**src/shared/dram_ctrl_cfg.svh**
```systemverilog
// Timing counts for the asynchronous DRAM controller.
`ifndef DRAM_CTRL_CFG_SVH
`define DRAM_CTRL_CFG_SVH
`define CLK_PERIOD_NS      10
`define REFRESH_WINDOW_MS  16
`define REFRESH_ROWS       1024
`define POWERUP_PAUSE_US   200
`define INIT_CYCLES        8
`define ROW_LOW_NS         60
`define PRECHARGE_NS       40
`define COL_LOW_NS         20
`define COL_HIGH_NS        10
`define ROW_LOW_CYC        ((`ROW_LOW_NS + `CLK_PERIOD_NS - 1) / `CLK_PERIOD_NS)
`define PRECHARGE_CYC      ((`PRECHARGE_NS + `CLK_PERIOD_NS - 1) / `CLK_PERIOD_NS)
`define COL_LOW_CYC        ((`COL_LOW_NS + `CLK_PERIOD_NS - 1) / `CLK_PERIOD_NS)
`define COL_HIGH_CYC       ((`COL_HIGH_NS + `CLK_PERIOD_NS - 1) / `CLK_PERIOD_NS)
`define REFRESH_PERIOD_CYC (`REFRESH_WINDOW_MS * 1000000 / `CLK_PERIOD_NS / `REFRESH_ROWS)
`define POWERUP_CYC        (`POWERUP_PAUSE_US * 1000 / `CLK_PERIOD_NS)
`endif

```
**src/shared/dram_ctrl_pkg.sv**
```systemverilog
// Types shared by the asynchronous DRAM controller files.
package dram_ctrl_pkg;
    typedef enum logic [1:0] {
        OP_READ  = 2'b00,
        OP_WRITE = 2'b01,
        OP_RMW   = 2'b10
    } op_kind_t;

    typedef struct packed {
        op_kind_t    kind;
        logic [9:0]  row;
        logic [9:0]  col;
        logic [1:0]  lanes;
        logic [15:0] wdata;
        logic        keep_row;
    } req_t;

    typedef struct packed {
        logic        row_strobe_n;
        logic        low_byte_col_strobe_n;
        logic        high_byte_col_strobe_n;
        logic        write_enable_n;
        logic        output_enable_n;
        logic [9:0]  mux_address;
        logic [15:0] data_out;
        logic [1:0]  data_oe;
    } pins_t;

    typedef enum logic [10:0] {
        ST_PAUSE   = 11'b000_0000_0001,
        ST_INIT    = 11'b000_0000_0010,
        ST_IDLE    = 11'b000_0000_0100,
        ST_ROW     = 11'b000_0000_1000,
        ST_COL     = 11'b000_0001_0000,
        ST_MODIFY  = 11'b000_0010_0000,
        ST_PAGE    = 11'b000_0100_0000,
        ST_CLOSE   = 11'b000_1000_0000,
        ST_PRECHG  = 11'b001_0000_0000,
        ST_REF_CAS = 11'b010_0000_0000,
        ST_REF_ROW = 11'b100_0000_0000
    } state_t;
endpackage

```
**src/rtl/refresh_timer.sv**
```systemverilog
// Refresh interval timer that raises a pending flag once per row period.
`timescale 1ns/1ps
`include "dram_ctrl_cfg.svh"
module refresh_timer
    import dram_ctrl_pkg::*;
#(
    parameter int PERIOD_CYC = `REFRESH_PERIOD_CYC
)(
    input  wire logic sys_clk,
    input  wire logic arst_n,
    input  wire logic enable,
    input  wire logic served,
    output logic      pending
);
    initial
    begin
        if (PERIOD_CYC < 2 || PERIOD_CYC > 65535)
            $error("refresh period out of range");
    end

    typedef struct packed {
        logic [15:0] count;
        logic        pending;
    } tmr_t;

    tmr_t cur;
    tmr_t next_cur;

    always_comb
    begin
        next_cur = cur;
        if (enable)
        begin
            if (cur.count == 16'(PERIOD_CYC - 1))
                next_cur.count = 16'h0000;
            else
                next_cur.count = cur.count + 16'h0001;
        end
        if (served)
            next_cur.pending = 1'b0;
        // A tick in the serving cycle wins over the clear.
        if (enable && cur.count == 16'(PERIOD_CYC - 1))
            next_cur.pending = 1'b1;
    end

    always_ff @(posedge sys_clk or negedge arst_n)
    begin
        if (!arst_n)
            cur <= '0;
        else
            cur <= next_cur;
    end

    assign pending = cur.pending;

    AST_TICK_SETS: assert property (@(posedge sys_clk) disable iff (!arst_n)
        enable && cur.count == 16'(PERIOD_CYC - 1) |=> pending)
        else $error("refresh tick did not raise pending");
endmodule

```
**src/rtl/dram_host_ctrl.sv**
```systemverilog
// Controller that drives an asynchronous x16 DRAM with extended-output page mode.
`timescale 1ns/1ps
`include "dram_ctrl_cfg.svh"
module dram_host_ctrl
    import dram_ctrl_pkg::*;
#(
    parameter int POWERUP_CYC = `POWERUP_CYC,
    parameter int REFRESH_CYC = `REFRESH_PERIOD_CYC
)(
    input  wire logic   sys_clk,
    input  wire logic   arst_n,
    input  wire logic   req_valid,
    output logic        req_ready,
    input  req_t        req,
    output logic        rsp_valid,
    output logic [15:0] rsp_rdata,
    output logic        init_done,
    output pins_t       pins,
    input  wire logic [15:0] data_in
);
    initial
    begin
        if (POWERUP_CYC < 1 || POWERUP_CYC > 1048575)
            $error("power-up count out of range");
    end

    typedef struct packed {
        state_t      st;
        logic [19:0] cnt;
        logic [3:0]  inits;
        pins_t       p;
        req_t        r;
        logic        rsp_valid;
        logic [15:0] rdata;
        logic        done;
    } ctl_t;

    ctl_t cur;
    ctl_t next_cur;
    logic [15:0] din_meta;
    logic [15:0] din_sync;
    logic        ref_pending;
    logic        ref_served;

    function automatic logic [15:0] lane_mask(input logic [1:0] lanes);
        lane_mask = {{8{lanes[1]}}, {8{lanes[0]}}};
    endfunction

    refresh_timer #(
        .PERIOD_CYC (REFRESH_CYC)
    ) u_timer (
        .sys_clk (sys_clk),
        .arst_n  (arst_n),
        .enable  (cur.done),
        .served  (ref_served),
        .pending (ref_pending)
    );

    always_ff @(posedge sys_clk or negedge arst_n)
    begin
        if (!arst_n)
        begin
            din_meta <= 16'h0000;
            din_sync <= 16'h0000;
        end
        else
        begin
            din_meta <= data_in;
            din_sync <= din_meta;
        end
    end

    assign ref_served = cur.st == ST_REF_CAS && next_cur.st == ST_REF_ROW;
    // In page state only a same-row hit at the end of the strobe-high gap is taken; anything else must wait.
    assign req_ready  = cur.done && !ref_pending &&
                        (cur.st == ST_IDLE ||
                         (cur.st == ST_PAGE && cur.cnt == 20'h0_0000 && cur.r.keep_row && req.row == cur.r.row));

    always_comb
    begin
        next_cur = cur;
        next_cur.rsp_valid = 1'b0;
        if (cur.cnt != 20'h0_0000)
            next_cur.cnt = cur.cnt - 20'h0_0001;
        case (cur.st)
            ST_PAUSE:
            begin
                if (cur.cnt == 20'h0_0000)
                begin
                    next_cur.st = ST_INIT;
                    next_cur.p.row_strobe_n = 1'b0;
                    next_cur.cnt = 20'(`ROW_LOW_CYC);
                end
            end
            ST_INIT:
            begin
                if (cur.cnt == 20'h0_0000)
                begin
                    if (!cur.p.row_strobe_n)
                    begin
                        next_cur.p.row_strobe_n = 1'b1;
                        next_cur.cnt = 20'(`PRECHARGE_CYC);
                        next_cur.inits = cur.inits + 4'h1;
                    end
                    else if (cur.inits == 4'(`INIT_CYCLES))
                    begin
                        next_cur.st = ST_IDLE;
                        next_cur.done = 1'b1;
                    end
                    else
                    begin
                        next_cur.p.row_strobe_n = 1'b0;
                        next_cur.p.mux_address = 10'(cur.inits);
                        next_cur.cnt = 20'(`ROW_LOW_CYC);
                    end
                end
            end
            ST_IDLE:
            begin
                next_cur.p.data_oe = 2'b00;
                if (ref_pending)
                begin
                    next_cur.st = ST_REF_CAS;
                    next_cur.p.low_byte_col_strobe_n = 1'b0;
                    next_cur.p.high_byte_col_strobe_n = 1'b0;
                    next_cur.cnt = 20'(`COL_LOW_CYC);
                end
                else if (req_valid)
                begin
                    next_cur.r = req;
                    next_cur.st = ST_ROW;
                    next_cur.p.mux_address = req.row;
                    next_cur.p.row_strobe_n = 1'b0;
                    next_cur.cnt = 20'(`COL_LOW_CYC);
                end
            end
            ST_ROW:
            begin
                if (cur.cnt == 20'h0_0000)
                begin
                    next_cur.st = ST_COL;
                    next_cur.p.mux_address = cur.r.col;
                    next_cur.p.low_byte_col_strobe_n = !cur.r.lanes[0];
                    next_cur.p.high_byte_col_strobe_n = !cur.r.lanes[1];
                    next_cur.p.write_enable_n = cur.r.kind != OP_WRITE;
                    next_cur.p.output_enable_n = cur.r.kind == OP_WRITE;
                    next_cur.p.data_out = cur.r.wdata;
                    next_cur.p.data_oe = cur.r.kind == OP_WRITE ? cur.r.lanes : 2'b00;
                    next_cur.cnt = 20'(`COL_LOW_CYC);
                end
            end
            ST_COL:
            begin
                if (cur.cnt == 20'h0_0000)
                begin
                    if (cur.r.kind != OP_WRITE)
                        next_cur.rdata = din_sync & lane_mask(cur.r.lanes);
                    if (cur.r.kind == OP_RMW)
                    begin
                        next_cur.st = ST_MODIFY;
                        next_cur.p.output_enable_n = 1'b1;
                        next_cur.p.write_enable_n = 1'b0;
                        next_cur.p.data_out = cur.r.wdata;
                        next_cur.p.data_oe = cur.r.lanes;
                        next_cur.cnt = 20'(`COL_LOW_CYC);
                    end
                    else
                    begin
                        next_cur.st = ST_PAGE;
                        next_cur.rsp_valid = 1'b1;
                        next_cur.p.low_byte_col_strobe_n = 1'b1;
                        next_cur.p.high_byte_col_strobe_n = 1'b1;
                        next_cur.cnt = 20'(`COL_HIGH_CYC);
                    end
                end
            end
            ST_MODIFY:
            begin
                if (cur.cnt == 20'h0_0000)
                begin
                    next_cur.st = ST_PAGE;
                    next_cur.rsp_valid = 1'b1;
                    next_cur.p.low_byte_col_strobe_n = 1'b1;
                    next_cur.p.high_byte_col_strobe_n = 1'b1;
                    next_cur.cnt = 20'(`COL_HIGH_CYC);
                end
            end
            ST_PAGE:
            begin
                if (cur.cnt == 20'h0_0000)
                begin
                    next_cur.p.data_oe = 2'b00;
                    if (cur.r.keep_row && req_valid && !ref_pending && req.row == cur.r.row)
                    begin
                        next_cur.r = req;
                        next_cur.st = ST_ROW;
                        next_cur.cnt = 20'h0_0000;
                    end
                    else if (!cur.r.keep_row || ref_pending || req_valid)
                    begin
                        next_cur.st = ST_CLOSE;
                    end
                end
            end
            ST_CLOSE:
            begin
                next_cur.p.row_strobe_n = 1'b1;
                next_cur.p.write_enable_n = 1'b1;
                next_cur.p.output_enable_n = 1'b1;
                next_cur.st = ST_PRECHG;
                next_cur.cnt = 20'(`PRECHARGE_CYC);
            end
            ST_PRECHG:
            begin
                if (cur.cnt == 20'h0_0000)
                    next_cur.st = ST_IDLE;
            end
            ST_REF_CAS:
            begin
                if (cur.cnt == 20'h0_0000)
                begin
                    next_cur.st = ST_REF_ROW;
                    next_cur.p.row_strobe_n = 1'b0;
                    next_cur.cnt = 20'(`ROW_LOW_CYC);
                end
            end
            ST_REF_ROW:
            begin
                if (cur.cnt == 20'h0_0000)
                begin
                    next_cur.p.low_byte_col_strobe_n = 1'b1;
                    next_cur.p.high_byte_col_strobe_n = 1'b1;
                    next_cur.st = ST_CLOSE;
                end
            end
            default:
                next_cur.st = ST_IDLE;
        endcase
        if (next_cur.st == ST_IDLE || next_cur.st == ST_PRECHG)
            next_cur.p.data_oe = 2'b00;
    end

    always_ff @(posedge sys_clk or negedge arst_n)
    begin
        if (!arst_n)
        begin
            cur <= '0;
            cur.st <= ST_PAUSE;
            cur.cnt <= 20'(POWERUP_CYC);
            cur.p.row_strobe_n <= 1'b1;
            cur.p.low_byte_col_strobe_n <= 1'b1;
            cur.p.high_byte_col_strobe_n <= 1'b1;
            cur.p.write_enable_n <= 1'b1;
            cur.p.output_enable_n <= 1'b1;
        end
        else
            cur <= next_cur;
    end

    assign pins      = cur.p;
    assign rsp_valid = cur.rsp_valid;
    assign rsp_rdata = cur.rdata;
    assign init_done = cur.done;

    AST_CBR_ORDER: assert property (@(posedge sys_clk) disable iff (!arst_n)
        $fell(pins.row_strobe_n) && cur.st == ST_REF_ROW |->
        !pins.low_byte_col_strobe_n && !pins.high_byte_col_strobe_n && pins.data_oe == 2'b00)
        else $error("strobe-first refresh without column strobe low");
    AST_STANDBY_QUIET: assert property (@(posedge sys_clk) disable iff (!arst_n)
        pins.row_strobe_n && pins.low_byte_col_strobe_n && pins.high_byte_col_strobe_n |-> pins.data_oe == 2'b00)
        else $error("data driven in standby");
    AST_NO_ACCESS_BEFORE_INIT: assert property (@(posedge sys_clk) disable iff (!arst_n)
        !init_done |-> pins.low_byte_col_strobe_n && pins.high_byte_col_strobe_n && !req_ready)
        else $error("access before initialization");
    AST_WRITE_LANES: assert property (@(posedge sys_clk) disable iff (!arst_n)
        !pins.write_enable_n && !pins.row_strobe_n |->
        pins.data_oe == ~{pins.high_byte_col_strobe_n, pins.low_byte_col_strobe_n} || cur.st == ST_PAGE)
        else $error("write lanes differ from column strobes");
    AST_READ_UNDRIVEN: assert property (@(posedge sys_clk) disable iff (!arst_n)
        !pins.output_enable_n && pins.write_enable_n |-> pins.data_oe == 2'b00)
        else $error("host drives data during read");
    AST_RMW_SEQ: assert property (@(posedge sys_clk) disable iff (!arst_n)
        cur.st == ST_COL && cur.r.kind == OP_RMW && cur.cnt == 20'h0_0000 |=>
        pins.output_enable_n && !pins.write_enable_n && !pins.row_strobe_n)
        else $error("read-modify-write did not turn to write");
    AST_CLOSE_PRECHG: assert property (@(posedge sys_clk) disable iff (!arst_n)
        $rose(pins.row_strobe_n) |-> pins.row_strobe_n [*3])
        else $error("precharge too short");
    AST_RSP_ONCE: assert property (@(posedge sys_clk) disable iff (!arst_n)
        rsp_valid |=> !rsp_valid)
        else $error("response longer than one cycle");
    COV_PAGE: cover property (@(posedge sys_clk) disable iff (!arst_n)
        cur.st == ST_PAGE ##1 cur.st == ST_ROW);
    COV_REFRESH: cover property (@(posedge sys_clk) disable iff (!arst_n) cur.st == ST_REF_ROW);
    COV_RMW: cover property (@(posedge sys_clk) disable iff (!arst_n) cur.st == ST_MODIFY);
endmodule

```
**config.mk**
```make
export PLATFORM = sky130hd
export DESIGN_NAME = dram_host_ctrl
export DESIGN_NICKNAME = d
export VERILOG_FILES = /design/src/shared/dram_ctrl_pkg.sv /design/src/rtl/refresh_timer.sv /design/src/rtl/dram_host_ctrl.sv
export VERILOG_INCLUDE_DIRS = /design/src /design/src/shared
export SDC_FILE = /design/constraint.sdc
export NUM_CORES = 1
export LEC_CHECK = 0
export BUFFER_PORTS_ARGS = -buffer_cell sky130_fd_sc_hd__buf_4
export CORE_MARGIN = 5
export CORE_UTILIZATION = 55
export DETAILED_ROUTE_END_ITERATION = 7
export GPL_TIMING_DRIVEN = 0
export PLACE_DENSITY = 0.77
export SLEW_MARGIN = 25
export SYNTH_ARGS = -nofsm -noshare
export SYNTH_HDL_FRONTEND = slang
export SYNTH_SLANG_ARGS = --single-unit
```
**constraint.sdc**
```tcl
create_clock -name sys_clk -period 3.3 [get_ports sys_clk]
set_input_delay 0.66 -clock sys_clk [delete_from_list [all_inputs] [get_ports sys_clk]]
set_output_delay 0.66 -clock sys_clk [all_outputs]
set_load 0.005 [all_outputs]
```
==> results by group <==
Status
  • Status: finished, final reports clean

Clock tree
  • Htree depth: 4
  • Clk_lat worst skew: 430 ps
  • Clock slew at reported path FFs: 70 ps
  • Total CTS buffers: 17
  • Max Root-Sink Buffers: 2
  • Hold buffers post-CTS: 0
  • Clock sink count: 176
  • TritonCTS clock tree: done
  • Root Buffer: clkbuf_16

Run
  • Max Cap Viol: 0

Synthesis
  • Seq cells post-synth: 176
  • Mean Syn Cell Area: 11.0 µm²
  • Complex-gate fraction of the synthesized area: 8.44%
  • Cell taking the most area after synthesis: dfrtp_1
  • Mux share of post-synthesis cell area: 9.88%
  • Cell area after synthesis: 8360 µm²
  • Synth Area in Adders: 1.05%
  • Synth warn: 0
  • EDFF count, synth: 0
  • Yosys cell types: 65
  • Ranking of synthesized cells by area: dfrtp_1, mux2_2, buf_4, dfstp_2, xnor2_1
  • Cells after Synth: 758
  • Area share of xor/xnor cells in the synthesized design: 4.82%
  • Asr flop ratio synth: 100%
  • Syn nets: 825
  • Top cell type's share of synthesized area: 49.4%
  • Simple-gate share of the synthesized area: 15.8%
  • Largest family of logic cells by synthesized area: simple AND/OR/NAND/NOR gates
  • Seq/Total Area, Yosys: 52.9%
  • Most used flip-flop cell after synthesis: dfrtp_1

GRT
  • Largest net degree at the start of global routing: 95
  • First-pass GRT wire length: 31600 µm
  • GR Util All Layers: 22.2%
  • Initial antenna violation count: 0
  • Number of global-route vias before repair: 6260
  • Grt ovf: 0

Placed design
  • Gpl congestion: 0.943
  • Port buffer count: 111
  • Pre-CTS worst setup slack: -114 ps
  • Placed inst area: 9460 µm²
  • Half-perimeter wire length after placement: 13500 µm
  • Placed insts: 1058

Drt
  • Via count: 6256
  • DR DRC count: 0
  • Post-Route WL: 19300 µm
  • DRT antenna net count: 0
  • DR WL met3: 1690 µm
  • Vias per std cell: 5.72
  • Met2 wire len: 9450 µm
  • Drt pass-1 iters: 5
  • Wirelength per Cell: 17.7 µm
  • DR top layer: met4
  • 1st-iter DRT viols: 357
  • M1 wire length: 7780 µm

STA
  • Pins Over Slew Limit: 0
  • Worst rel slew slack: 43.7%
  • Max Freq: 0.306 GHz
  • Worst Tran Pin Value: 836 ps
  • Unrepaired setup endpoints after global routing: true
  • Final critical-path share of the clock period: 98.9%
  • Final Hold Fails: 0
  • Final setup violation count: 0
  • Fin crit period: 3260 ps
  • Final worst-path setup slack: 36.6 ps
  • Clk_skew: 10.8 ps
  • Hold slack: 188 ps
  • Total negative slack: 0 ps

Critical path
  • Reg2Reg Setup Slack: 190 ps
  • Critical path fanouts, max: 3
  • Worst EP required: 2640 ps
  • Crit end category: output port
  • Arr. time, crit path: 2600 ps
  • Worst setup SP type: flip-flop
  • Reg2reg path depth: 9
  • Reg2reg start: cur[120]
  • Kind of critical path: flip-flop to output port
  • Reg2reg end: cur[108]

Pwr
  • VDD IR max: 0.596 mV
  • Leak: 4.77 nW
  • Total power: 7.86 mW
  • Power per Cell Area: 773 nW/µm²

Floorplan
  • Initial Util: 55.6%
  • Die ar.: 17800 µm²
  • Chip Height: 133 µm
  • Die Wd: 133 µm
  • IO Count: 112
  • Row count: 45
  • Core Footprint: 15000 µm²

Cells and area
  • Design Area, Final: 10200 µm²
  • Most frequent cells in the layout: buf_4, dfrtp_1, nand2_1, mux2_2, o21ai_0
  • Diodes inserted: 0
  • Layout Nets: 959
  • Final core occ: 67.7%
  • Layout cells sized above 1: 34.9%
  • Commonest non-fill, non-tap cell in the layout: buf_4
  • Area delta synth->final: 21.7%
  • Final non-filler cell total: 1093
  • Filler Cells Inserted: 1143

Worst hold path
  • HP Class: input pin to asynchronous set/reset pin
[cells in the mapped netlist (4+ instances only)]
master	number
inv_1	10
or4_1	7
mux2_4	8
buf_4	53
nand2b_1	8
a22o_1	7
dfstp_2	11
ha_1	7
mux2_2	59
and3_1	6
nor3_1	24
o21ai_0	48
nor4b_1	4
o31ai_1	5
or3_1	9
nand2_1	67
nand3_1	13
or2_2	6
a211oi_1	7
xnor2_1	29
nor2b_1	5
nor4_1	11
and4_1	9
clkbuf_1	26
xor2_1	17
nor2_1	44
nand4_1	16
a21oi_1	16
dfrtp_1	165
[where the power goes]
group          switching [mW]  leakage [nW]  total [mW]  internal, mW
Sequential              0.332          2.22        3.03          2.70
Combinational            1.37          2.26        2.84          1.47
Clock                   0.966         0.285        1.99          1.02
[critical path: stages, from the launching register on]
cell     delay [ps]
dfrtp_1         400
or4_4           560
or4b_4          590
nor2_8          190
a21oi_4          90
nor3b_2         210
buf_4           140
[registers in the layout (all words and copies together) (netlist names)]
name and cells:
din_sync 16, din_meta 16, rsp_valid 1, cur 76
u_timer.pending 1, init_done 1, u_timer.cur 16, rsp_rdata 16
pins 33
[layer usage]
| metal | vias up | global-route usage, % |
|---|---|---|
| li1 | 2900 | - |
| met1 | 3105 | 28.2 |
| met2 | 215 | 35.8 |
| met3 | 36 | 8.19 |
| met4 | 0 | 6.51 |
| met5 | - | 0 |
[logic make-up (layout without fill, tap and decap cells)]
| group | after synthesis | after routing |
|---|---|---|
| AOI/OAI and AO/OA | 113 | 113 |
| xor gates and xnor gates | 46 | 46 |
| adders and majority gates | 7 | 7 |
| buffers and inverters | 99 | 246 |
| DFF | 176 | 176 |
| muxes | 71 | 71 |
| and+or+nand+nor | 246 | 246 |
[area by class of cell]
| cell class | count | area (µm²) | share of cell area (%) |
|---|---|---|---|
| tap | 188 | 235 | 2.31 |
| timing repair buffer | 122 | 943 | 9.27 |
| clock inverter | 15 | 168 | 1.65 |
| inverter | 11 | 43.8 | 0.431 |
| clock buffer | 17 | 425 | 4.18 |
| sequential | 176 | 4420 | 43.4 |
| buffer | 81 | 522 | 5.13 |
| multi-input combinational | 483 | 3420 | 33.6 |
[what timing repair did]
action                     CTS  global route
setup endpoints to repair    2            11
buffers inserted             7             3
gates resized for setup     15             4
pin swaps                    7             9
[worst max path at each step]
| stage | start | end | depth (start not counted) |
|---|---|---|---|
| CTS | cur[103] | req_ready | 7 |
| floorplan | cur[108] | req_ready | 7 |
| finish | cur[102] | req_ready | 6 |
| detailed placement | cur[125] | req_ready | 8 |
| global route | cur[102] | req_ready | 6 |
| global placement | cur[125] | req_ready | 8 |
Note: power is estimated with default switching activity, not from simulation.
